**src/hdl/lmc_pkg.sv**
```systemverilog
/*
 * lmc_pkg: register offsets, field positions, reset values and shared
 * types for the lcd mode control register bank.
 * assumes: an 8-bit register port with a 17-bit byte address.
 */
package lmc_pkg;

   localparam int unsigned ADDR_W = 17;
   localparam int unsigned DATA_W = 8;

   // register offsets
   localparam logic [16:0] OFF_PANEL_CFG    = 17'h1_ffe1;
   localparam logic [16:0] OFF_MODE_ONE     = 17'h1_ffe2;
   localparam logic [16:0] OFF_MODE_TWO     = 17'h1_ffe3;
   localparam logic [16:0] OFF_AUX_CFG      = 17'h1_fff8;
   localparam logic [16:0] OFF_AUX_CTRL     = 17'h1_fff9;
   localparam logic [16:0] OFF_ROTATE       = 17'h1_fffb;
   localparam logic [16:0] OFF_STATUS       = 17'h1_fffc;

   // mode_control_one fields
   localparam int unsigned M1_DEPTH_HI = 7;
   localparam int unsigned M1_DEPTH_LO = 6;
   localparam int unsigned M1_HIGH_PERF = 5;
   localparam int unsigned M1_CLK_HALF = 4;
   localparam int unsigned M1_BLANK = 3;
   localparam int unsigned M1_FRAME_REP = 2;
   localparam int unsigned M1_HW_INV_EN = 1;
   localparam int unsigned M1_SW_INV = 0;

   // mode_control_two fields
   localparam int unsigned M2_PWR_FORCE = 3;
   localparam int unsigned M2_HW_PS_EN = 2;
   localparam int unsigned M2_SW_PS_HI = 1;
   localparam int unsigned M2_SW_PS_LO = 0;
   localparam logic [7:0]  M2_WR_MASK = 8'h0f;

   // panel_config fields
   localparam int unsigned PC_ACTIVE = 7;
   localparam int unsigned PC_COLOUR = 5;

   // aux io bit positions in aux_cfg / aux_ctrl / status
   localparam int unsigned AUX_ZERO = 0;
   localparam int unsigned AUX_FOUR = 4;

   // rotate register fields
   localparam int unsigned RO_ENABLE = 7;
   localparam int unsigned RO_DIV_HI = 1;
   localparam int unsigned RO_DIV_LO = 0;

   // status fields
   localparam int unsigned ST_PWR_SAVE = 7;
   localparam int unsigned ST_PWR_ON = 6;
   localparam int unsigned ST_DEPTH_BAD = 5;

   // reset values
   localparam logic [7:0] RST_ZERO = 8'h00;

   // depth codes and memory clock divide (log2)
   localparam logic [1:0] DEPTH_1 = 2'h0;
   localparam logic [1:0] DEPTH_2 = 2'h1;
   localparam logic [1:0] DEPTH_4 = 2'h2;
   localparam logic [1:0] DEPTH_8 = 2'h3;
   localparam logic [1:0] DIV_8 = 2'h3;
   localparam logic [1:0] DIV_4 = 2'h2;
   localparam logic [1:0] DIV_2 = 2'h1;
   localparam logic [1:0] DIV_1 = 2'h0;

   // software power save codes
   localparam logic [1:0] PS_SAVE = 2'h0;
   localparam logic [1:0] PS_NORMAL = 2'h3;

   // frame counter
   localparam int unsigned FRAME_W = 18;
   localparam logic [17:0] FRAME_LAST = 18'h3_ffff;

   // power sequencing delay in frames
   localparam logic [7:0] SEQ_FRAMES = 8'h80;

   typedef enum logic [1:0] {PWR_ON, PWR_DOWN, PWR_OFF, PWR_UP} lmc_pwr_t;

endpackage : lmc_pkg

```
**src/hdl/lmc_mode_regs.sv**
```systemverilog
/*
 * lmc_mode_regs: mode control register bank of an lcd controller with
 * clock strobe generation, pixel blank/invert, frame repeat counter,
 * panel power sequencing and the two shared aux pins.
 * assumes: one clock mclk; the register master uses a plain strobe port
 * with read data one cycle after the read strobe; pixel data arrive
 * already through the colour lookup; frame_start is a same-domain pulse.
 */
`timescale 1ns/10ps
module lmc_mode_regs (
   // clock and reset
   input  wire logic        mclk,
   input  wire logic        reset_n,
   // register port
   input  wire logic [16:0] reg_addr,
   input  wire logic [7:0]  reg_wdata,
   input  wire logic        reg_wr,
   input  wire logic        reg_rd,
   output logic      [7:0]  reg_rdata,
   // pixel path
   input  wire logic [7:0]  pixel_in,
   input  wire logic        pixel_valid,
   input  wire logic        frame_start,
   output logic      [7:0]  panel_data_lines,
   output logic             panel_data_valid,
   output logic             pattern_restart,
   output logic      [17:0] frame_count,
   // clock strobes and mode status
   output logic             op_tick,
   output logic             pixel_tick,
   output logic             mem_tick,
   output logic      [3:0]  pixel_bits,
   // panel power
   output logic             panel_power_out,
   output logic             panel_signals_on,
   // panel data pin eleven / aux io four
   input  wire logic        panel_data_pin_eleven_in,
   output logic             panel_data_pin_eleven_out,
   output logic             panel_data_pin_eleven_oe_n,
   // aux io zero
   input  wire logic        aux_io_zero_in,
   output logic             aux_io_zero_out,
   output logic             aux_io_zero_oe_n
);

   ////////////////////////////////////////////////////////////////////
   // registers

   logic [7:0] mode_control_one;
   logic [7:0] mode_control_two;
   logic [7:0] panel_config;
   logic [7:0] aux_config;
   logic [7:0] aux_control;
   logic [7:0] rotate_mode;
   logic [7:0] status_word;

   logic [1:0] pin_sync;
   logic       pin_eleven_lvl;
   logic       aux_zero_lvl;

   logic       passive_panel;
   logic       colour_panel;
   logic [1:0] depth_code;
   logic       depth_bad;
   logic       rotated;
   logic       hw_inv_active;
   logic       invert;
   logic       hw_ps_active;
   logic       power_save;
   logic       half_phase;
   logic [1:0] mem_div;

   lmc_pkg::lmc_pwr_t pwr_state;
   lmc_pkg::lmc_pwr_t next_pwr_state;
   logic [7:0]        seq_count;
   logic              seq_done;

   always_ff @(posedge mclk) begin
      if (!reset_n) begin
         mode_control_one <= lmc_pkg::RST_ZERO;
      end else if (reg_wr && reg_addr == lmc_pkg::OFF_MODE_ONE) begin
         mode_control_one <= reg_wdata;
      end
   end

   // upper nibble is not implemented and reads as zero
   always_ff @(posedge mclk) begin
      if (!reset_n) begin
         mode_control_two <= lmc_pkg::RST_ZERO;
      end else if (reg_wr && reg_addr == lmc_pkg::OFF_MODE_TWO) begin
         mode_control_two <= reg_wdata & lmc_pkg::M2_WR_MASK;
      end
   end

   always_ff @(posedge mclk) begin
      if (!reset_n) begin
         panel_config <= lmc_pkg::RST_ZERO;
      end else if (reg_wr && reg_addr == lmc_pkg::OFF_PANEL_CFG) begin
         panel_config <= reg_wdata;
      end
   end

   always_ff @(posedge mclk) begin
      if (!reset_n) begin
         aux_config  <= lmc_pkg::RST_ZERO;
         aux_control <= lmc_pkg::RST_ZERO;
      end else begin
         if (reg_wr && reg_addr == lmc_pkg::OFF_AUX_CFG) begin
            aux_config <= reg_wdata;
         end
         if (reg_wr && reg_addr == lmc_pkg::OFF_AUX_CTRL) begin
            aux_control <= reg_wdata;
         end
      end
   end

   always_ff @(posedge mclk) begin
      if (!reset_n) begin
         rotate_mode <= lmc_pkg::RST_ZERO;
      end else if (reg_wr && reg_addr == lmc_pkg::OFF_ROTATE) begin
         rotate_mode <= reg_wdata;
      end
   end

   ////////////////////////////////////////////////////////////////////
   // read port: data stand in the cycle after the strobe only

   always_comb begin
      status_word = 8'h00;
      status_word[lmc_pkg::ST_PWR_SAVE] = power_save;
      status_word[lmc_pkg::ST_PWR_ON] = panel_power_out;
      status_word[lmc_pkg::ST_DEPTH_BAD] = depth_bad;
      status_word[lmc_pkg::AUX_FOUR] = pin_eleven_lvl;
      status_word[lmc_pkg::AUX_ZERO] = aux_zero_lvl;
   end

   always_ff @(posedge mclk) begin
      if (!reset_n) begin
         reg_rdata <= lmc_pkg::RST_ZERO;
      end else if (reg_rd) begin
         unique case (reg_addr)
            lmc_pkg::OFF_PANEL_CFG: reg_rdata <= panel_config;
            lmc_pkg::OFF_MODE_ONE:  reg_rdata <= mode_control_one;
            lmc_pkg::OFF_MODE_TWO:  reg_rdata <= mode_control_two;
            lmc_pkg::OFF_AUX_CFG:   reg_rdata <= aux_config;
            lmc_pkg::OFF_AUX_CTRL:  reg_rdata <= aux_control;
            lmc_pkg::OFF_ROTATE:    reg_rdata <= rotate_mode;
            lmc_pkg::OFF_STATUS:    reg_rdata <= status_word;
            default:                reg_rdata <= lmc_pkg::RST_ZERO;
         endcase
      end else begin
         reg_rdata <= lmc_pkg::RST_ZERO;
      end
   end

   ////////////////////////////////////////////////////////////////////
   // pin synchronisers

   lmc_sync #(
      .W        (2)
   ) u_pin_sync (
      .mclk     (mclk),
      .reset_n  (reset_n),
      .async_in ({panel_data_pin_eleven_in, aux_io_zero_in}),
      .sync_out (pin_sync)
   );

   assign pin_eleven_lvl = pin_sync[1];
   assign aux_zero_lvl   = pin_sync[0];

   ////////////////////////////////////////////////////////////////////
   // depth and clock strobes

   assign passive_panel = !panel_config[lmc_pkg::PC_ACTIVE];
   assign colour_panel  = panel_config[lmc_pkg::PC_COLOUR];
   assign depth_code    = mode_control_one[lmc_pkg::M1_DEPTH_HI:lmc_pkg::M1_DEPTH_LO];
   assign rotated       = rotate_mode[lmc_pkg::RO_ENABLE];

   // code 11 is only legal on a colour panel; gray panels fall back to 4 pixel bits, the memory divide still follows code 11
   assign depth_bad = (depth_code == lmc_pkg::DEPTH_8) && !colour_panel;

   always_comb begin
      unique case (depth_code)
         lmc_pkg::DEPTH_1: pixel_bits = 4'h1;
         lmc_pkg::DEPTH_2: pixel_bits = 4'h2;
         lmc_pkg::DEPTH_4: pixel_bits = 4'h4;
         lmc_pkg::DEPTH_8: pixel_bits = depth_bad ? 4'h4 : 4'h8;
      endcase
   end

   // operating clock is mclk itself or every other mclk edge
   always_ff @(posedge mclk) begin
      if (!reset_n) begin
         half_phase <= 1'b0;
      end else begin
         half_phase <= !half_phase;
      end
   end

   assign op_tick = mode_control_one[lmc_pkg::M1_CLK_HALF] ? half_phase : 1'b1;

   // landscape pixel rate is the operating rate; rotated mode uses the same
   // base and picks its memory divide from the rotate register
   assign pixel_tick = op_tick;

   always_comb begin
      if (rotated) begin
         mem_div = rotate_mode[lmc_pkg::RO_DIV_HI:lmc_pkg::RO_DIV_LO];
      end else if (mode_control_one[lmc_pkg::M1_HIGH_PERF]) begin
         mem_div = lmc_pkg::DIV_1;
      end else begin
         unique case (depth_code)
            lmc_pkg::DEPTH_1: mem_div = lmc_pkg::DIV_8;
            lmc_pkg::DEPTH_2: mem_div = lmc_pkg::DIV_4;
            lmc_pkg::DEPTH_4: mem_div = lmc_pkg::DIV_2;
            lmc_pkg::DEPTH_8: mem_div = lmc_pkg::DIV_1;
         endcase
      end
   end

   lmc_tick_div u_mem_div (
      .mclk     (mclk),
      .reset_n  (reset_n),
      .tick_in  (pixel_tick),
      .div_log2 (mem_div),
      .tick_out (mem_tick)
   );

   ////////////////////////////////////////////////////////////////////
   // frame repeat counter

   always_ff @(posedge mclk) begin
      if (!reset_n) begin
         frame_count     <= 18'h0_0000;
         pattern_restart <= 1'b0;
      end else if (!mode_control_one[lmc_pkg::M1_FRAME_REP]) begin
         frame_count     <= 18'h0_0000;
         pattern_restart <= 1'b0;
      end else if (frame_start) begin
         frame_count     <= (frame_count == lmc_pkg::FRAME_LAST) ? 18'h0_0000 : 18'(frame_count + 18'h1);
         pattern_restart <= (frame_count == lmc_pkg::FRAME_LAST);
      end else begin
         pattern_restart <= 1'b0;
      end
   end

   ////////////////////////////////////////////////////////////////////
   // power save and panel power sequencing

   // hardware request ignores the aux pin config and control bits
   assign hw_ps_active = mode_control_two[lmc_pkg::M2_HW_PS_EN] && aux_zero_lvl;

   // reserved codes 01 and 10 are taken as normal operation
   assign power_save = hw_ps_active
                    || mode_control_two[lmc_pkg::M2_SW_PS_HI:lmc_pkg::M2_SW_PS_LO] == lmc_pkg::PS_SAVE;

   assign seq_done = (seq_count == lmc_pkg::SEQ_FRAMES);

   always_comb begin
      next_pwr_state = pwr_state;
      unique case (pwr_state)
         lmc_pkg::PWR_ON: begin
            if (power_save) begin
               next_pwr_state = lmc_pkg::PWR_DOWN;
            end
         end
         lmc_pkg::PWR_DOWN: begin
            if (!power_save) begin
               next_pwr_state = lmc_pkg::PWR_ON;
            end else if (seq_done) begin
               next_pwr_state = lmc_pkg::PWR_OFF;
            end
         end
         lmc_pkg::PWR_OFF: begin
            if (!power_save) begin
               next_pwr_state = lmc_pkg::PWR_UP;
            end
         end
         lmc_pkg::PWR_UP: begin
            if (power_save) begin
               next_pwr_state = lmc_pkg::PWR_DOWN;
            end else if (seq_done) begin
               next_pwr_state = lmc_pkg::PWR_ON;
            end
         end
      endcase
      // override skips the delays on entry to power save
      if (power_save && mode_control_two[lmc_pkg::M2_PWR_FORCE]) begin
         next_pwr_state = lmc_pkg::PWR_OFF;
      end
   end

   always_ff @(posedge mclk) begin
      if (!reset_n) begin
         pwr_state <= lmc_pkg::PWR_OFF;
      end else begin
         pwr_state <= next_pwr_state;
      end
   end

   // delays are counted in frames so they scale with the panel rate
   always_ff @(posedge mclk) begin
      if (!reset_n) begin
         seq_count <= 8'h00;
      end else if (next_pwr_state != pwr_state) begin
         seq_count <= 8'h00;
      end else if (frame_start && !seq_done) begin
         seq_count <= 8'(seq_count + 8'h1);
      end
   end

   // power goes down after the signals, in the same cycle as them under the override, and comes up before them
   assign panel_power_out  = (pwr_state != lmc_pkg::PWR_OFF)
                          && !(power_save && mode_control_two[lmc_pkg::M2_PWR_FORCE]);
   assign panel_signals_on = (pwr_state == lmc_pkg::PWR_ON) && !power_save;

   ////////////////////////////////////////////////////////////////////
   // pixel output: blank and invert after the lookup stage

   assign hw_inv_active = passive_panel && mode_control_one[lmc_pkg::M1_HW_INV_EN];

   always_comb begin
      if (hw_inv_active) begin
         invert = pin_eleven_lvl;
      end else begin
         invert = mode_control_one[lmc_pkg::M1_SW_INV];
      end
   end

   always_ff @(posedge mclk) begin
      if (!reset_n) begin
         panel_data_lines <= 8'h00;
         panel_data_valid <= 1'b0;
      end else begin
         panel_data_valid <= pixel_valid && panel_signals_on;
         if (mode_control_one[lmc_pkg::M1_BLANK] || !panel_signals_on) begin
            panel_data_lines <= 8'h00;
         end else if (pixel_valid) begin
            panel_data_lines <= invert ? ~pixel_in : pixel_in;
         end
      end
   end

   ////////////////////////////////////////////////////////////////////
   // shared pins

   // pin eleven: invert input in passive hardware mode, else aux io four
   assign panel_data_pin_eleven_out = aux_control[lmc_pkg::AUX_FOUR];
   assign panel_data_pin_eleven_oe_n = hw_inv_active || !aux_config[lmc_pkg::AUX_FOUR];

   // pin zero: power save input, plain input, or driven output
   assign aux_io_zero_out  = aux_control[lmc_pkg::AUX_ZERO];
   assign aux_io_zero_oe_n = mode_control_two[lmc_pkg::M2_HW_PS_EN]
                          || !aux_config[lmc_pkg::AUX_ZERO];

endmodule : lmc_mode_regs

```
**src/hdl/lmc_sync.sv**
```systemverilog
/*
 * lmc_sync: two flip-flop synchroniser, one per bit.
 * assumes: inputs are asynchronous pin levels; only the second stage
 * is read by logic outside.
 */
`timescale 1ns/10ps
module lmc_sync #(
   parameter int unsigned W = 2
) (
   // clock and reset
   input  wire logic         mclk,
   input  wire logic         reset_n,
   // levels
   input  wire logic [W-1:0] async_in,
   output logic      [W-1:0] sync_out
);

   logic [W-1:0] stage_one;

   genvar i;
   generate
      for (i = 0; i < W; i++) begin : g_bit
         always_ff @(posedge mclk) begin
            if (!reset_n) begin
               stage_one[i] <= 1'b0;
               sync_out[i]  <= 1'b0;
            end else begin
               stage_one[i] <= async_in[i];
               sync_out[i]  <= stage_one[i];
            end
         end
      end
   endgenerate

endmodule : lmc_sync

```
**src/hdl/lmc_tick_div.sv**
```systemverilog
/*
 * lmc_tick_div: divides a strobe stream by 1, 2, 4 or 8.
 * assumes: tick_in is a one-cycle strobe on mclk; div_log2 may change
 * at any time, the counter simply restarts its compare.
 */
`timescale 1ns/10ps
module lmc_tick_div (
   // clock and reset
   input  wire logic       mclk,
   input  wire logic       reset_n,
   // strobes
   input  wire logic       tick_in,
   input  wire logic [1:0] div_log2,
   output logic            tick_out
);

   logic [2:0] count;
   logic [2:0] limit;

   always_comb begin
      limit = 3'((4'h1 << div_log2) - 4'h1);
   end

   always_ff @(posedge mclk) begin
      if (!reset_n) begin
         count <= 3'h0;
      end else if (tick_in) begin
         count <= (count >= limit) ? 3'h0 : 3'(count + 3'h1);
      end
   end

   // strobe on the last input tick of each group
   assign tick_out = tick_in && (count >= limit);

endmodule : lmc_tick_div

```
**config.mk**
```make
export PLATFORM = sky130hd
export DESIGN_NAME = lmc_mode_regs
export DESIGN_NICKNAME = d
export VERILOG_FILES = /design/src/hdl/lmc_pkg.sv /design/src/hdl/lmc_mode_regs.sv /design/src/hdl/lmc_sync.sv /design/src/hdl/lmc_tick_div.sv
export SDC_FILE = /design/constraint.sdc
export NUM_CORES = 1
export LEC_CHECK = 0
export ABC_AREA = 1
export BUFFER_PORTS_ARGS = -buffer_cell sky130_fd_sc_hd__buf_2
export CAP_MARGIN = 25
export CELL_PAD_IN_SITES_DETAIL_PLACEMENT = 0
export CELL_PAD_IN_SITES_GLOBAL_PLACEMENT = 1
export CORE_MARGIN = 2
export CORE_UTILIZATION = 43
export DETAILED_ROUTE_END_ITERATION = 6
export PLACE_DENSITY = 0.94
export SYNTH_ARGS = -nofsm -noshare
export SYNTH_HDL_FRONTEND = slang
export SYNTH_SLANG_ARGS = --single-unit
```
**constraint.sdc**
```tcl
create_clock -name mclk -period 2.75 [get_ports mclk]
set_input_delay 0.1375 -clock mclk [delete_from_list [all_inputs] [get_ports mclk]]
set_output_delay 0.1375 -clock mclk [all_outputs]
set_load 0.01 [all_outputs]
```
**Word-level counts from Yosys, hierarchy flattened**

Index checks and enable logic that the tools add are counted.
Widths: inputs -> output; s select.

- Bits in registers: 98
- Input port bits: 41
- Output and inout bits: 49
- Logic and storage cells: 99

- Add/sub/neg operators: 4
- $lt $le $gt $ge: 1
- Eq/ne operators: 17
- Shift operators: 1
- Muxes and demuxes: 19
- Bitwise operators: 2
- Reductions and logical operators: 36

Operator list:

| cell | count |
|---|---|
| $eq 17x17->1 const B | 7 |
| $pmux 8 s7 | 1 |
| $add 18x1->18 const B | 1 |
| $eq 18x18->1 const B | 1 |
| $mux 18 | 1 |
| $mux 2 | 9 |
| $pmux 2 s4 | 2 |
| $pmux 4 s4 | 1 |
| $logic_and 1x1->1 | 15 |
| $logic_not 1->1 | 9 |
| $add 8x1->8 const B | 1 |
| $eq 2x2->1 const B | 4 |
| $eq 8x8->1 const B | 1 |
| $mux 8 | 1 |
| $not 8->8 | 1 |
| $logic_not 2->1 | 3 |
| $eq 2x1->1 const B | 2 |
| $logic_or 1x1->1 | 4 |
| $mux 4 | 1 |
| $reduce_and 2->1 | 2 |
| $reduce_or 2->1 | 2 |
| $add 3x1->3 const B | 1 |
| $ge 3x3->1 | 1 |
| $mux 3 | 1 |
| 7 further kinds | 8 |

**Logic depth before layout (Yosys ltp)**

- Depth after elaboration: 8
- Gate-level depth with buffers: 11
- Gate-level depth less buffers: 11

**Modules after synthesis**

A second synthesis with hierarchy kept.

- Cell total of the unflattened synthesis: 661
- Area total of the unflattened synthesis: 4954.8 µm²

Modules (own cells, without submodules):

| module | instances | cells each | area each (µm²) | sequential area each (µm²) |
|---|---|---|---|---|
| lmc_mode_regs | 1 | 621 | 4628.2 | 1821.7 |
| lmc_tick_div | 1 | 28 | 216.5 | 60.1 |
| lmc_sync | 1 | 12 | 110.1 | 80.1 |

**Worst setup path before layout**

OpenSTA, ideal clock, no wires.

- Path type: reg2reg
- Start: register rotate_mode[7]
- End: register u_mem_div.count[1]
- Library setup time: 0.078 ns
- Data arrival time: 1.603 ns
- Required time: 2.672 ns
- Setup slack: 1.070 ns
- Cell stages (with the launch flop): 10
- Buffers on the path: 0
- Clock period less this slack: 1.680 ns
- Cell sequence: dfxtp_1 > nor2_1 > a22oi_1 > or2_2 > ha_1 > a21oi_1 > o211ai_1 > nand2_1 > nand2_1 > nor3_1

- Longest elaborated chain between the ends: 5

RTL lines:

| item | RTL line | source |
|---|---|---|
| from (decl) | lmc_mode_regs.sv:54 | `logic [7:0] rotate_mode;` |
| from (signal assigned) | lmc_mode_regs.sv:119 | `rotate_mode <= lmc_pkg::RST_ZERO;` |
| from (signal assigned) | lmc_mode_regs.sv:121 | `rotate_mode <= reg_wdata;` |
| $mux 2 | lmc_mode_regs.sv:207 | `if (rotated) begin` |
| $shl 1x2->3 | lmc_tick_div.sv:21 | `limit = 3'((4'h1 << div_log2) - 4'h1);` |
| $sub 3x1->3 | lmc_tick_div.sv:21 |  |
| $ge 3x3->1 | lmc_tick_div.sv:28 | `count <= (count >= limit) ? 3'h0 : 3'(count + 3'h1);` |
| $mux 3 | lmc_tick_div.sv:28 |  |
| to (signal assigned) | lmc_tick_div.sv:28 |  |
| to (decl) | lmc_tick_div.sv:17 | `logic [2:0] count;` |

Every way passes these cells.
A chain may end at the register's enable or synchronous reset.

**Worst setup path in the final report**

- Start: register rotate_mode[7]
- End: output mem_tick

- Longest elaborated chain between the ends: 5

RTL lines:

| item | RTL line | source |
|---|---|---|
| $mux 2 | lmc_mode_regs.sv:207 |  |
| $shl 1x2->3 | lmc_tick_div.sv:21 |  |
| $sub 3x1->3 | lmc_tick_div.sv:21 |  |
| $ge 3x3->1 | lmc_tick_div.sv:33 | `assign tick_out = tick_in && (count >= limit);` |
| $logic_and 1x1->1 | lmc_tick_div.sv:33 |  |
| to (decl) | lmc_mode_regs.sv:31 | `output logic mem_tick,` |

Every way passes these cells.

==> results.yml <==
outcome:
  status: "finished clean"
setup_path:
  critical_path_class: "register to output pin"
  slowest_delay_ps: 370
  crit_chain: "nor2_1, a22oi_1, or2_2, ha_1, a21oi_1, o211ai_1, nand2_1, inv_1, buf_2"
  critPathArrivalTime_ps: 2140
  critPathLaunchType: "register"
  cp_max_fo: 5
  end_kind: "output pin"
  slowest_stage: "dfxtp_1"
  cp.required_ps: 2610
layout:
  areaGrowthSynthToFinish_pct: 16.3
  fin_area_um2: 5540
  regArea_um2: 1960
  fin_util_pct: 51.1
  multi_input_area_um2: 2340
  fillers: 1098
  final_layout_size_suffix_gt1_share_pct: 17.6
  n_antenna_cell: 0
  final_cell_count_no_fill: 900
  final_nets: 803
detailed_routing:
  first_pass_iters: 5
  wl_mm: 11.9
  first_iter_violations: 373
  postRouteAntennaNets: 0
  wire_per_inst_um: 13.2
  drc_errors: 0
  dr_total_vias: 4550
  vias_per_cell: 5.06
sta:
  finalMaxSlewViolations: 0
  fin_crit_sh_pct: 82.6
  rsz0062_at_grt: "no"
  final.setup.tns_ps: 0
  worst_pin_slew_ps: 610
  holdWs_ps: 35.4
  finClkSkew_ps: 8.35
  period_minus_slack_ps: 2270
  hold_viol_final: 0
  fmax_mhz: 440
  max-slew-margin-rel_pct: 59.2
  setup_viol: 0
logic_synthesis:
  post-synth-top-area-cell: "dfxtp_1"
  synth_flop_cell: "dfxtp_1"
  yosys-top-cells-count: "115 x nand2_1, 98 x dfxtp_1, 91 x inv_1"
  synth_async_sr_flop_share_pct: 0
  synth_most_common_cell: "nand2_1"
  avgSynthCellArea_um2: 7.11
  ys_ff_latch: 98
  netlist_area_um2: 4760
  synthCells: 670
  synth_fp_nets: 718
  synth_cell_type_count: 34
  yosys_warnings: 0
  ys_seq_area_share_pct: 41.2
  netlist.area_leader.share_pct: 41.2
  synth_edf_count: 0
  yosys-top-cells-area: "dfxtp_1 41%, nand2_1 9.1%, inv_1 7.2%, nor2_1 6.7%, a21oi_1 6.2%"
global_routing:
  grt-busiest-layer: "met2"
  grt_pass1_vias: 4275
  grt_pass1_wl_mm: 19.9
  antenna_found_initial: 0
  grtUsageTotal_pct: 21.1
  grt_overflow: 0
  use_met3_pct: 4.78
  use_met2_pct: 34.6
  grt_start_max_net_pins: 35
  use_met1_pct: 27.2
floorplan:
  rows: 38
  die_area_um2: 11900
  io_pins: 90
  die_h_um: 109
  start_util_pct: 43.9
  dieWidth_um: 109
  coreArea_um2: 10800
cts:
  clock_latency_ps: 380
  clock_sinks: 98
  path_clk_slew_ps: 90
  cts_setup_buffers: 0
  cts-resized-gates: 0
  cts_buffer_depth: 2
  cts_tree: "done"
  cts_root_buf: "clkbuf_8"
  numCtsBuffers: 9
  cts_max_level: 3
placement:
  port-buffer-count: 89
  dpl.cell_count: 882
  post_dp_cell_area_um2: 5300
  dp_hpwl_mm: 9.00
  gp_congestion: 0.879
power:
  vdd_drop_max_mv: 0.392
  pwr_density_cell_nw_per_um2: 482
  leakagePower_nw: 2.47
worst_hold_path:
  hp-class: "input pin to register"
flow_run:
  drv_cap: 0
-- layout by cell type, fill, tap and decap left out, drive strengths merged --
master	instances
nand2	117
dfxtp	98
nor2	97
inv	96
buf	91
a21oi	61
o21ai	61
nand4	31
nand3	28
nor3	21
xor2	16
clkbuf	12
xnor2	9
ha	7
clkinv	3
a22oi	2
or2	2
dlygate4sd3	2
o211ai	1
o2111ai	1
nand3b	1
and3	1
a211oi	1
bufinv	1
-- per-layer routing --
metal,vias to the layer above,wire [um]
met4,0,152
met3,14,581
met1,2095,5520
met5,-,0
li1,2343,-
met2,98,5650
-- worst paths after layout --
check	start	endpoint	slack, ps	cells past startpoint
worst min register to register	half_phase	half_phase	430	1
worst max-delay path	rotate_mode[7]	mem_tick	480	9
worst max register to register	rotate_mode[7]	u_mem_div.count[1]	840	9
worst min-delay path	pixel_in[1]	panel_data_lines[1]	40	3
-- state kept, by name, summed over array words and instances (netlist names), 2 cells and up --
signal and cells:
aux_config 8, seq_count 8, reg_rdata 8, frame_count 18
aux_control 8, panel_config 8, panel_data_lines 8, rotate_mode 8
mode_control_two 4, u_mem_div.count 3, u_pin_sync.stage_one 2, mode_control_one 8
u_pin_sync.sync_out 2, pwr_state 2
-- metrics by stage --
step	setup slack, ps	total power, W
5_1_grt	282	0.00276
3_5_place_dp	881	0.00167
2_1_floorplan	1070	0.00159
6_report	477	0.00267
3_3_place_gp	950	0.00166
4_1_cts	458	0.00269
-- kinds of logic (layout without fill, tap and decap cells) --
group           Yosys count  in the layout  synth area share, %
fa+ha+maj                 7              7                 1.84
xor+xnor                 25             25                 4.60
flops                    98             98                 41.2
compound gates          127            127                 13.9
simple gates            298            298                 28.7
buf+inv                 115            205                 9.69
-- worst max-delay path, delay by kind of cell (launching register included) --
family | cells | cell delay, ps
AO/OA/AOI/OAI | 3 | 370
flip-flops | 1 | 370
AND/OR/NAND/NOR | 3 | 550
buffers and inverters | 2 | 170
adder cells (fa/ha/maj) | 1 | 310
-- repair_timing --
action                                  in CTS  in global routing
endpoints found under the setup margin       0                  0
endpoints found under the hold margin        2                  0
hold buffers                                 2                  0
-- power by group --
group / total [W] / switching, W / leakage [nW] / internal, W
logic: 0.000194 / 0.000125 / 1.56 / 0.0000692
clock network: 0.00103 / 0.000525 / 0.114 / 0.000504
registers: 0.00145 / 0.0000132 / 0.791 / 0.00143
-- final cells by class --
type | instances | area share [%]
clock buffers | 12 | 2.98
clock inverters | 4 | 1.02
inverters | 96 | 6.51
multi-input cells | 457 | 42.2
flip-flops and latches | 98 | 35.4
well taps | 140 | 3.16
repair buffers | 93 | 8.67
(Power assumes the default switching activity.)
